<file path="config.mk">
export PLATFORM = sky130hd
export DESIGN_NAME = comc_top
export DESIGN_NICKNAME = d
export VERILOG_FILES = /design/src/comc_pkg.sv /design/src/comc_ctx_store.sv /design/src/comc_top.sv
export SDC_FILE = /design/constraint.sdc
export NUM_CORES = 1
export LEC_CHECK = 0
export BUFFER_PORTS_ARGS = -buffer_cell sky130_fd_sc_hd__buf_2
export CAP_MARGIN = 20
export CORE_MARGIN = 2
export CORE_UTILIZATION = 52
export CTS_BUF_LIST = sky130_fd_sc_hd__clkbuf_16
export CTS_CLUSTER_DIAMETER = 200
export DETAILED_ROUTE_END_ITERATION = 6
export PLACE_DENSITY = 0.79
export SYNTH_ARGS = -nofsm -noshare
export SYNTH_HDL_FRONTEND = slang
export SYNTH_HIERARCHICAL = 1
export SYNTH_SLANG_ARGS = --single-unit
</file>
<file path="constraint.sdc">
create_clock -name CORE_CLK -period 3.7 [get_ports CORE_CLK]
set_clock_uncertainty 0.15 [all_clocks]
set_input_delay 0.185 -clock CORE_CLK [delete_from_list [all_inputs] [get_ports CORE_CLK]]
set_output_delay 0.185 -clock CORE_CLK [all_outputs]
set_load 0.03 [all_outputs]
</file>
<file path="src/comc_pkg.sv">
// Constants and types for the operating-mode control block.
// Assumes a single core clock; no software-visible registers.
package comc_pkg;

  // ****************************************
  // Modes, Gray coded along real-prot-ext
  // ****************************************
  typedef enum logic [1:0] {
    COMC_REAL = 2'h0,
    COMC_PROT = 2'h1,
    COMC_EXT  = 2'h3,
    COMC_SMM  = 2'h2
  } comc_mode_e;

  // ****************************************
  // Size codes for address and operand
  // ****************************************
  localparam logic [1:0] COMC_SZ_16 = 2'h0;
  localparam logic [1:0] COMC_SZ_32 = 2'h1;
  localparam logic [1:0] COMC_SZ_64 = 2'h2;

  // ****************************************
  // Register file shape and reset values
  // ****************************************
  localparam logic [4:0] COMC_REGS_LEGACY = 5'h08;
  localparam logic [4:0] COMC_REGS_WIDE = 5'h10;
  localparam logic [6:0] COMC_GPR_W_LEGACY = 7'h20;
  localparam logic [6:0] COMC_GPR_W_WIDE = 7'h40;
  localparam int COMC_CTX_W = 32;
  localparam comc_mode_e COMC_RST_MODE = COMC_REAL;
  localparam logic COMC_RST_PIN_N = 1'h1;

endpackage

</file>
<file path="src/comc_ctx_store.sv">
// Context store for management-state entry and exit.
// Assumes save and restore never fall in the same cycle.
`timescale 1ns/100ps
`default_nettype none
module comc_ctx_store (
  input wire logic clk,
  input wire logic rst_n,
  input wire logic save,
  input wire logic restore,
  input wire logic [1:0] mode_in,
  input wire logic sub64_in,
  input wire logic v86_in,
  input wire logic cs32_in,
  input wire logic [comc_pkg::COMC_CTX_W-1:0] ctx_in,
  output logic [1:0] mode_out,
  output logic sub64_out,
  output logic v86_out,
  output logic cs32_out,
  output logic [comc_pkg::COMC_CTX_W-1:0] ctx_out,
  output logic restored
);

  // ****************************************
  // Saved image, held untouched while managed
  // ****************************************
  logic [comc_pkg::COMC_CTX_W+4:0] img_q;
  logic restored_q;

  always_ff @(posedge clk or negedge rst_n) begin
    if (!rst_n) begin
      img_q <= '0;
      restored_q <= 1'h0;
    end else begin
      if (save) begin
        img_q <= {mode_in, sub64_in, v86_in, cs32_in, ctx_in};
      end
      restored_q <= restore;
    end
  end

  assign mode_out = img_q[comc_pkg::COMC_CTX_W+4:comc_pkg::COMC_CTX_W+3];
  assign sub64_out = img_q[comc_pkg::COMC_CTX_W+2];
  assign v86_out = img_q[comc_pkg::COMC_CTX_W+1];
  assign cs32_out = img_q[comc_pkg::COMC_CTX_W];
  assign ctx_out = img_q[comc_pkg::COMC_CTX_W-1:0];
  assign restored = restored_q;

endmodule
`default_nettype wire

</file>
<file path="src/comc_top.sv">
// Operating-mode control: mode state, sub-modes and size defaults.
// Assumes instruction boundary and prefix inputs come from the decoder.
//
// Function
// - Reset and power-up leave the core in real-address mode.
// - Management pin falling edge or controller message enters management.
// - Entry saves running context and selects the separate address space.
// - Resume restores exactly the pre-interrupt mode, attributes and context.
// - Virtual-8086 is a per-task attribute within protected mode only.
// - Compatibility sub-mode chosen per code segment in extended mode.
// - Compatibility limits linear space to 4 GByte, sizes 16/32 only.
// - Compatibility refuses virtual-8086 tasks and hardware task switches.
// - Compatibility grants all privilege levels of protected and 64-bit.
// - Compatibility keeps physical address extension above 4 GByte.
// - 64-bit sub-mode gives 16 registers, general ones 64 bits wide.
// - 64-bit sub-mode chosen per code segment under system control.
// - 64-bit sub-mode defaults to 64-bit address, 32-bit operand.
// - Extension prefix with size override picks operand size; enables regs.
`timescale 1ns/100ps
`default_nettype none
module comc_top (
  input wire logic CORE_CLK,
  input wire logic RSTN,
  input wire logic INSN_BOUNDARY,
  input wire logic MGMT_INTERRUPT_PIN_N,
  input wire logic PIC_MGMT_MSG,
  input wire logic RESUME_REQ,
  input wire logic MODE_REQ_VALID,
  input wire logic [1:0] MODE_REQ,
  input wire logic TASK_V86,
  input wire logic TASK_SWITCH_REQ,
  input wire logic CS_LONG,
  input wire logic CS_DEFAULT32,
  input wire logic PFX_REGEXT_W,
  input wire logic PFX_OPSIZE,
  input wire logic [comc_pkg::COMC_CTX_W-1:0] CTX_IN,
  output logic [1:0] MODE,
  output logic SUB64,
  output logic V86_ACTIVE,
  output logic MGMT_SPACE_SEL,
  output logic CTX_SAVE,
  output logic CTX_RESTORE,
  output logic [comc_pkg::COMC_CTX_W-1:0] CTX_OUT,
  output logic [1:0] ADDR_SIZE,
  output logic [1:0] OPND_SIZE,
  output logic [4:0] GPR_COUNT,
  output logic [6:0] GPR_WIDTH,
  output logic REGEXT_EN,
  output logic LIN_LIMIT_4G,
  output logic PAE_ALLOWED,
  output logic ALL_PRIV_LEVELS,
  output logic TASK_MGMT_EN,
  output logic TASK_FAULT
);

  // ****************************************
  // Reset release through two flops
  // ****************************************
  logic rst_s1_q;
  logic rst_n;

  always_ff @(posedge CORE_CLK or negedge RSTN) begin
    if (!RSTN) begin
      rst_s1_q <= 1'h0;
      rst_n <= 1'h0;
    end else begin
      rst_s1_q <= 1'h1;
      rst_n <= rst_s1_q;
    end
  end

  // ****************************************
  // Size decode, shared by all modes
  // ****************************************
  function automatic logic [3:0] comc_sizes(input logic [1:0] m,
      input logic s64, input logic d32, input logic w, input logic o);
    logic [1:0] dflt;
    dflt = d32 ? comc_pkg::COMC_SZ_32 : comc_pkg::COMC_SZ_16;
    if (m == comc_pkg::COMC_EXT && s64) begin
      // Width prefix beats the size override
      comc_sizes = {comc_pkg::COMC_SZ_64, w ? comc_pkg::COMC_SZ_64 :
                    (o ? comc_pkg::COMC_SZ_16 : comc_pkg::COMC_SZ_32)};
    end else if (m == comc_pkg::COMC_PROT || m == comc_pkg::COMC_EXT) begin
      comc_sizes = {dflt, o ? (d32 ? comc_pkg::COMC_SZ_16 :
                    comc_pkg::COMC_SZ_32) : dflt};
    end else begin
      comc_sizes = {comc_pkg::COMC_SZ_16, o ? comc_pkg::COMC_SZ_32 :
                    comc_pkg::COMC_SZ_16};
    end
  endfunction

  // ****************************************
  // State
  // ****************************************
  comc_pkg::comc_mode_e mode_q, mode_d;
  logic sub64_q, sub64_d, v86_q, v86_d, cs32_q, cs32_d;
  logic pin_prev_q, smi_pend_q, smi_pend_d, rsm_pend_q, rsm_pend_d;
  logic req_pend_q, req_pend_d;
  logic [1:0] req_mode_q;
  logic [1:0] sv_mode;
  logic sv_sub64, sv_v86, sv_cs32, restored;
  logic [comc_pkg::COMC_CTX_W-1:0] sv_ctx;
  logic [3:0] sizes_d;
  logic [comc_pkg::COMC_CTX_W-1:0] ctx_out_d;

  wire in_smm = (mode_q == comc_pkg::COMC_SMM);
  wire smi_ev = (pin_prev_q & ~MGMT_INTERRUPT_PIN_N) | PIC_MGMT_MSG;
  wire take_smi = INSN_BOUNDARY & smi_pend_q & ~in_smm;
  wire take_rsm = INSN_BOUNDARY & rsm_pend_q & in_smm;
  wire req_ok = (req_mode_q != comc_pkg::COMC_SMM);
  wire take_req = INSN_BOUNDARY & req_pend_q & ~in_smm & ~smi_pend_q;
  wire compat = (mode_q == comc_pkg::COMC_EXT) & ~sub64_q;
  wire fault_d = INSN_BOUNDARY & compat & (TASK_V86 | TASK_SWITCH_REQ);

  // Set wins over clear so an event in the taking cycle is kept
  assign smi_pend_d = smi_ev | (smi_pend_q & ~take_smi);
  assign rsm_pend_d = (RESUME_REQ & in_smm) | (rsm_pend_q & ~take_rsm);
  assign req_pend_d = MODE_REQ_VALID | (req_pend_q & ~take_req);

  always_comb begin
    mode_d = mode_q;
    sub64_d = sub64_q;
    v86_d = v86_q;
    cs32_d = cs32_q;
    if (take_smi) begin
      mode_d = comc_pkg::COMC_SMM;
      v86_d = 1'h0;
      sub64_d = 1'h0;
      cs32_d = 1'h0;
    end else if (take_rsm) begin
      mode_d = comc_pkg::comc_mode_e'(sv_mode);
      sub64_d = sv_sub64;
      v86_d = sv_v86;
      cs32_d = sv_cs32;
    end else if (INSN_BOUNDARY && !in_smm) begin
      if (take_req && req_ok) begin
        mode_d = comc_pkg::comc_mode_e'(req_mode_q);
      end
      // Code segment attributes pick the sub-mode per segment
      sub64_d = (mode_d == comc_pkg::COMC_EXT) & CS_LONG;
      cs32_d = CS_DEFAULT32;
      v86_d = (mode_d == comc_pkg::COMC_PROT) & TASK_V86;
    end
  end

  assign sizes_d = comc_sizes(mode_d, sub64_d, cs32_d, PFX_REGEXT_W,
                              PFX_OPSIZE);
  assign ctx_out_d = take_rsm ? sv_ctx : CTX_OUT;

  comc_ctx_store u_store (
    .clk(CORE_CLK),
    .rst_n(rst_n),
    .save(take_smi),
    .restore(take_rsm),
    .mode_in(mode_q),
    .sub64_in(sub64_q),
    .v86_in(v86_q),
    .cs32_in(cs32_q),
    .ctx_in(CTX_IN),
    .mode_out(sv_mode),
    .sub64_out(sv_sub64),
    .v86_out(sv_v86),
    .cs32_out(sv_cs32),
    .ctx_out(sv_ctx),
    .restored(restored)
  );

  // ****************************************
  // Core state flops
  // ****************************************
  always_ff @(posedge CORE_CLK or negedge rst_n) begin
    if (!rst_n) begin
      mode_q <= comc_pkg::COMC_RST_MODE;
      sub64_q <= 1'h0;
      v86_q <= 1'h0;
      cs32_q <= 1'h0;
      pin_prev_q <= comc_pkg::COMC_RST_PIN_N;
      smi_pend_q <= 1'h0;
      rsm_pend_q <= 1'h0;
      req_pend_q <= 1'h0;
      req_mode_q <= 2'h0;
    end else begin
      mode_q <= mode_d;
      sub64_q <= sub64_d;
      v86_q <= v86_d;
      cs32_q <= cs32_d;
      pin_prev_q <= MGMT_INTERRUPT_PIN_N;
      smi_pend_q <= smi_pend_d;
      rsm_pend_q <= rsm_pend_d;
      req_pend_q <= req_pend_d;
      if (MODE_REQ_VALID) begin
        req_mode_q <= MODE_REQ;
      end
    end
  end

  // ****************************************
  // Registered outputs, decoded from next state; task fault from current state
  // ****************************************
  wire is64_d = (mode_d == comc_pkg::COMC_EXT) & sub64_d;
  wire cmp_d = (mode_d == comc_pkg::COMC_EXT) & ~sub64_d;
  wire prot_d = (mode_d == comc_pkg::COMC_PROT);

  always_ff @(posedge CORE_CLK or negedge rst_n) begin
    if (!rst_n) begin
      MODE <= comc_pkg::COMC_RST_MODE;
      SUB64 <= 1'h0;
      V86_ACTIVE <= 1'h0;
      MGMT_SPACE_SEL <= 1'h0;
      CTX_SAVE <= 1'h0;
      CTX_RESTORE <= 1'h0;
      CTX_OUT <= '0;
      ADDR_SIZE <= comc_pkg::COMC_SZ_16;
      OPND_SIZE <= comc_pkg::COMC_SZ_16;
      GPR_COUNT <= comc_pkg::COMC_REGS_LEGACY;
      GPR_WIDTH <= comc_pkg::COMC_GPR_W_LEGACY;
      REGEXT_EN <= 1'h0;
      LIN_LIMIT_4G <= 1'h1;
      PAE_ALLOWED <= 1'h0;
      ALL_PRIV_LEVELS <= 1'h0;
      TASK_MGMT_EN <= 1'h0;
      TASK_FAULT <= 1'h0;
    end else begin
      MODE <= mode_d;
      SUB64 <= sub64_d;
      V86_ACTIVE <= v86_d;
      MGMT_SPACE_SEL <= (mode_d == comc_pkg::COMC_SMM);
      CTX_SAVE <= take_smi;
      CTX_RESTORE <= take_rsm;
      CTX_OUT <= ctx_out_d;
      ADDR_SIZE <= sizes_d[3:2];
      OPND_SIZE <= sizes_d[1:0];
      GPR_COUNT <= is64_d ? comc_pkg::COMC_REGS_WIDE :
                   comc_pkg::COMC_REGS_LEGACY;
      GPR_WIDTH <= is64_d ? comc_pkg::COMC_GPR_W_WIDE :
                   comc_pkg::COMC_GPR_W_LEGACY;
      REGEXT_EN <= is64_d;
      LIN_LIMIT_4G <= ~is64_d;
      PAE_ALLOWED <= prot_d | cmp_d;
      ALL_PRIV_LEVELS <= prot_d | (mode_d == comc_pkg::COMC_EXT);
      TASK_MGMT_EN <= prot_d;
      TASK_FAULT <= fault_d;
    end
  end
endmodule
`default_nettype wire

</file>
==> results.md, run 1 <==
Global route:
- The first global-routing pass estimated 14000 um of wire.
- The number of antenna violations at the first check in global routing is 0.
- Global routing finished with a remaining overflow of 0.
- Global routing consumed, over all layers together, 21.2% of the routing resources.
- The number of global-route vias before repair is 2914.
- The pin count of the biggest net entering global routing is 93.

Final layout:
- Summing all multi-input logic gate instances after layout gives 1360 um^2.
- Across the whole layout, storage elements account for 2360 um^2.
- Fill cells in the final layout number 543.
- The post-synthesis to final-layout area growth is 30.1%.
- Cells with a size suffix above 1 make up 34.8% of the layout.
- The final layout contains 513 nets.
- The number of inserted diodes is 0.

Clock network:
- For the worst-skew pair, the clock arrives at the later sink with an insertion delay of 330 ps.
- CTS built an H-tree with a depth of 3.
- The post-cts repair resize count is 0.
- The CTS clock-pin slew for the worst setup and hold paths is 60 ps.
- The number of buffers added by the clock tree synthesis step is 9.
- For this design, the CTS-stage hold fixing added 42 buffers.
- The root buffer cell is clkbuf_16.
- TritonCTS built the clock tree.
- The post-CTS repair timing setup buffer count is 0.
- The count of clock tree sinks is 94.
- The maximum root-to-sink buffer count is 2.

STA:
- Setup repair after global routing left no endpoint under its margin.
- The final clock period utilization by the worst path is 67.8%.
- The total count of max-transition violations in the final report is 0.
- Measured against its own limit, the worst slew margin works out to 54.2%.
- The number of hold-slack violations in the final timing report is 0.
- The maximum clock frequency is 0.398 GHz.
- The post-route minimum period is 2510 ps.
- At the pin with the least slew margin, the transition time is 687 ps.
- The accumulated negative setup slack is 0 ps.
- The final number of setup-violating endpoints is 0.

Route:
- For this run, design rule violations remaining after detail routing come to 0.
- The sum of routed wire length over all layers is 8400 um.
- After the first detailed-routing iteration, the DRC count stood at 110.
- The wire length per cell is 14.7 um.
- In the routed layout, each cell is associated on average with a via count of 4.87.
- Once detail routing completed, the nets flagged for antenna violations numbered 0.
- The overall via count from detail_route is 2774.
- The pre-antenna-repair detailed-routing pass consisted of 4 iterations.

Critical path:
- In this run the critical register-to-register path is captured at OPND_SIZE[0].
- The launching point of the worst reg2reg path is MODE[1].
- The number of cells on the worst reg-to-reg path is 6.
- The critical path endpoint category is a flip-flop.
- The maximum fanout count along the critical path is 11.
- The critical path is of the reg -> reg type.
- The worst setup slack for register-to-register paths is 1190 ps.
- The startpoint type of the worst setup path is a flip-flop.
- The arrival time of the worst setup path is 2600 ps.
- At the worst endpoint, the required time is 3790 ps.

Die:
- The die covers 8270 um^2.
- Once the floorplan was initialized, standard cells occupied 53.9% of the core.
- After floorplanning, the core was sized to cover 7290 um^2.
- The floorplan has 31 rows.
- The die boundary height is 91.0 um.
- Measured along the x axis, the die boundary spans 91.0 um.
- The total I/O pin count is 108.

Power and ir drop:
- The cell leakage power is 2.63 nW.
- The total power density per cell area is 844 nW/um^2.
- The overall power of the completed layout is 4.32 mW.
- Across the VDD grid, the largest voltage drop is 0.000445 V.

Outcome:
- The flow ran to the end, and the final reports show no timing, DRC or antenna violations.

Placement:
- In this run the tool buffered the top-level ports with 99 buffer cells.
- After legalization and detailed placement, the total HPWL measured 4980 um.
- The final weighted congestion in routability-driven placement is 0.863.

Run:
- The max-capacitance violation count is 0.

Synth:
- The mean instance size in the synthesized netlist is 12.0 um^2.
- The Yosys step of the flow raised 6 warnings.
- The number of standard cells after synthesis is 329.
- The post-synthesis instance area is 3930 um^2.

Worst hold path:
- The kind of path behind the tightest hold check is in -> async.
[worst max-delay path, stage by stage, from the launching register on]
cell and delay (ps):
dfrtp_1 480, nor2b_1 610, o22ai_1 260, a311oi_4 390, inv_2 80, a2111o_1 360
o2111ai_1 80
[through the flow]
step | area (um^2) | hold WS (ps) | utilization [%] | std cells | worst slack (ps)
floorplan | 3960 | -261 | - | 336 | 741
global placement | 4400 | -178 | 60.4 | 511 | 1380
detailed placement | 4400 | -178 | 60.4 | 511 | 1250
CTS | 5090 | 7.49 | 69.8 | 569 | 1230
global route | 5120 | 35.7 | 70.2 | 570 | 972
finish | 5120 | 32.5 | 70.2 | 570 | 1190
[worst max-delay path by stage]
stage	start	to
floorplan	rst_n	ADDR_SIZE[0]
global placement	MODE[1]	OPND_SIZE[0]
detailed placement	MODE[1]	OPND_SIZE[0]
CTS	MODE[1]	OPND_SIZE[0]
global route	MODE[1]	OPND_SIZE[0]
finish	MODE[1]	OPND_SIZE[0]
[sequential cells by signal, indices dropped and copies added (netlist names), 2 cells and up]
signal	count
req_mode_q	2
MODE	2
CTX_OUT	32
OPND_SIZE	2
u_store/img_q	37
ADDR_SIZE	2
[cell usage in the layout (no fill, tap or decap), types with 2 or more instances in the layout]
cell and n:
a21oi_1 2, buf_2 99, buf_4 3, clkbuf_16 9
clkinv_1 3, clkinvlp_4 2, conb_1 9, dfrtp_1 91
dfstp_2 2, dlygate4sd3_1 42, inv_1 11, mux2_2 9
mux2_4 30, nand2_1 97, nand2b_1 5, nand3_1 5
nand4b_1 2, nor2_1 8, nor2b_1 3, nor3_1 4
o21ai_0 4, o22ai_1 4
[final cells by class]
class / count / area share, %
Timing Repair Buffer: 145 / 18.9
Clock inverter: 7 / 0.782
Clock buffer: 9 / 4.40
Inverter: 12 / 0.880
Multi-Input combinational cell: 204 / 26.6
Sequential cell: 94 / 46.1
Tap cell: 99 / 2.42
[metal layers]
layer / vias to the layer above / part of all wire [%] / GRT usage (%)
met2: 75 / 51 / 37.0
met5: - / 0 / 0
li1: 1334 / - / -
met4: 0 / 1.6 / 7.83
met3: 13 / 3.7 / 3.15
met1: 1352 / 44 / 27.0
[power by group]
group	internal, mW	switching (mW)	total, mW
sequential	1.47	0.260	1.73
combinational	0.714	1.06	1.77
clock	0.449	0.366	0.815
No activity file was read; power rests on OpenSTA's default activity.
==> inputs of run 2 (changes only) <==
- clock period: 3.7 -> 2.61 ns (I/O delays scaled with it)
==> results.md, run 2 (synthesized netlist as in run 1, its figures left out) <==
Global route:
- The number of antenna violations at the first check in global routing was 0 (unchanged).
- The number of global-route vias before repair was 3061 (+5.0%).
- The total congestion overflow after global routing was 0 (unchanged).
- The met2 demand-to-capacity share in global routing was 40.6% (+3.6 points).
- The global-route wire length before repair is 15000 um (+7.3%).
- The total routing usage reported by global routing was 23.0% (+1.7 points).
- The met1 layer usage reported by global route is 27.5% (+0.58 points).
- The met3 layer usage reported by global route is 5.39% (+2.2 points).
- The pin count of the biggest net entering global routing was 54 (-42%).
- The global routing stage identified its most utilized layer as met2.

Final layout:
- The post-synthesis to final-layout area growth is 31.3%.
- The top cell types in the final layout, fill and taps aside, are buf_2 (99), nand2_1 (97), dfrtp_1 (91).
- The total number of nets in the final design was 519 (+1.2%).
- The number of standard cells in the final layout excluding fillers came to 576 (+1.1%).
- The library cell used most frequently in the layout, excluding fill and tap cells, is buf_2.
- The utilization after layout is 70.8% (+0.62 points).
- The cell area after layout came to 5160 um^2 (+0.88%).
- The largest registers in the layout are u_store/img_q x37, CTX_OUT x32.
- The number of flip-flops under the largest register name is 37 (unchanged).
- The number of inserted diodes is 0 (unchanged).
- u_store/img_q holds more flip-flops than any other register.
- The fraction of layout cells with a size suffix above 1 came to 35.4% (+0.61 points).
- The number of fill cells in the layout is 551 (+1.5%).

Power and ir drop:
- The overall power of the completed layout is 6.20 mW (+44%).
- The peak supply drop is 0.000618 V (+39%).
- The total power density per cell area was 1200 nW/um^2 (+42%).
- The cell leakage power was 2.67 nW (+1.3%).

STA:
- The final number of setup-violating endpoints was 0 (unchanged).
- The post-route minimum period is 2280 ps (-231 ps).
- The setup slack after layout was 331 ps (-859 ps).
- The number of hold-slack violations in the final timing report is 0 (unchanged).
- The total count of max-transition violations in the final report is 0 (unchanged).
- The worst hold-check slack was 17.9 ps (-14.6 ps).
- The slew of the pin with the lowest slew margin is 522 ps (-165 ps).
- Setup repair after global routing left no endpoint under its margin.
- The maximum clock frequency is 0.439 GHz (+10%).
- The accumulated negative setup slack is 0 ps (unchanged).
- The final clock period utilization by the worst path is 87.3% (+19 points).
- The headroom to the max-slew limit is 65.2% (+11 points).

Die:
- The total die area came to 8270 um^2 (unchanged).
- The die boundary height is 91.0 um (unchanged).
- The area inside the core boundary is 7290 um^2 (unchanged).
- The total I/O pin count was 108 (unchanged).
- The starting density of the core is 53.9% (unchanged).
- The chip width is 91.0 um (unchanged).
- The number of cell rows is 31 (unchanged).

Placement:
- The setup slack at placement is 370 ps (-882 ps).
- The instance count after placement with tap cells included is 516 (+0.98%).
- The HPWL reported at the end of detailed placement is 5480 um (+9.9%).
- The final weighted congestion in routability-driven placement came to 0.890 (+3.2%).
- The placed instance area is 4450 um^2 (+1.1%).
- The quantity of I/O buffers inserted on ports was 99 (unchanged).

Clock network:
- The CTS clock-pin slew for the worst setup and hold paths came to 60 ps (about the same).
- The root buffer cell is clkbuf_16.
- The number of levels the H-tree was split into is 3 (unchanged).
- The post-cts repair resize count is 0 (unchanged).
- The count of clock tree sinks came to 94 (unchanged).
- The latest clock arrival within the worst-skew pair is 340 ps (about the same).
- The maximum root-to-sink buffer count came to 2 (unchanged).
- The number of buffers added by the clock tree synthesis step is 9 (unchanged).
- TritonCTS built the clock tree.

Worst hold path:
- The kind of path behind the tightest hold check is in -> reg.

Route:
- The detailed router's first-iteration violation count came to 139 (+26%).
- The sum of routed wire length over all layers came to 8730 um (+4.0%).
- The length of the first detailed-routing pass in iterations was 4 (unchanged).
- The antenna violation net count after detailed routing is 0 (unchanged).
- The detailed-route DRC error count was 0 (unchanged).
- The overall via count from detail_route is 2831 (+2.1%).
- The mean number of vias per cell came to 4.91 (+0.99%).
- The wire length per cell was 15.2 um (+2.9%).

Critical path:
- The maximum fanout count along the critical path is 9 (-2).
- The worst setup path is of the reg -> reg kind.
- The cell with the largest stage delay on the worst path is dfrtp_1.
- The signal on the critical path passes through nor2b_1 -> o41a_1 -> a311oi_4 -> inv_2 -> a2111o_1 -> o2111ai_1.
- The critical path's largest stage delay was 460 ps (-150 ps).
- STA classifies the critical path endpoint as a flip-flop.
- The arrival time of the worst setup path is 2370 ps (-230 ps).
- The data required time at the worst endpoint came to 2700 ps (-1090 ps).
- The worst setup path is launched from a flip-flop.

Run:
- The max-capacitance violation count was 0 (unchanged).

Outcome:
- The flow ran to the end, and the final reports show no timing, DRC or antenna violations.
==> run 2: timing repair <==
action                                 in CTS  in global routing
setup buffers                               0                  0
setup endpoints to repair                   0                  0
endpoints found under the hold margin      43                  0
hold buffers                               44                  0
==> run 2: power breakdown <==
| part | total (mW) | internal [mW] | switching, mW |
|---|---|---|---|
| sequential | 2.46 | 2.08 | 0.379 |
| combinational | 2.55 | 1.04 | 1.51 |
| clock | 1.18 | 0.640 | 0.543 |
| total | 6.20 | 3.76 | 2.43 |
==> run 2: path summary, 6_finish.rpt <==
check | from | end | slack, ps | depth (start not counted)
worst max-delay path | MODE[1] | OPND_SIZE[0] | 330 | 6
worst min-delay path | CS_DEFAULT32 | cs32_q | 20 | 3
worst max register to register | MODE[1] | OPND_SIZE[0] | 330 | 6
worst min register to register | rst_n | CTX_OUT[8] | 160 | 0
max in group asynchronous | rst_n | GPR_WIDTH[5] | 1420 | 1
min in group asynchronous | rst_n | CTX_OUT[8] | 160 | 0
==> run 2: area by class of cell <==
| cell class | count | area, um^2 | area share [%] |
|---|---|---|---|
| clock inverter | 7 | 42.5 | 0.824 |
| multi-input combinational | 204 | 1360 | 26.3 |
| timing repair buffer | 151 | 1010 | 19.5 |
| clock buffer | 9 | 225 | 4.36 |
| sequential | 94 | 2360 | 45.7 |
| inverter | 12 | 45.0 | 0.873 |
| tap | 99 | 124 | 2.40 |
==> run 2: metal layers <==
layer | wire (um) | up-vias
li1 | - | 1347
met1 | 3600 | 1385
met2 | 4580 | 89
met3 | 446 | 10
met4 | 105 | 0
met5 | 0 | -
==> run 2: worst max-delay path: cells and delay by family, from the launching register on <==
kind | cells | cell delay (ps)
compound gates | 4 | 1310
flops | 1 | 460
simple gates | 1 | 190
buf+inv | 1 | 80
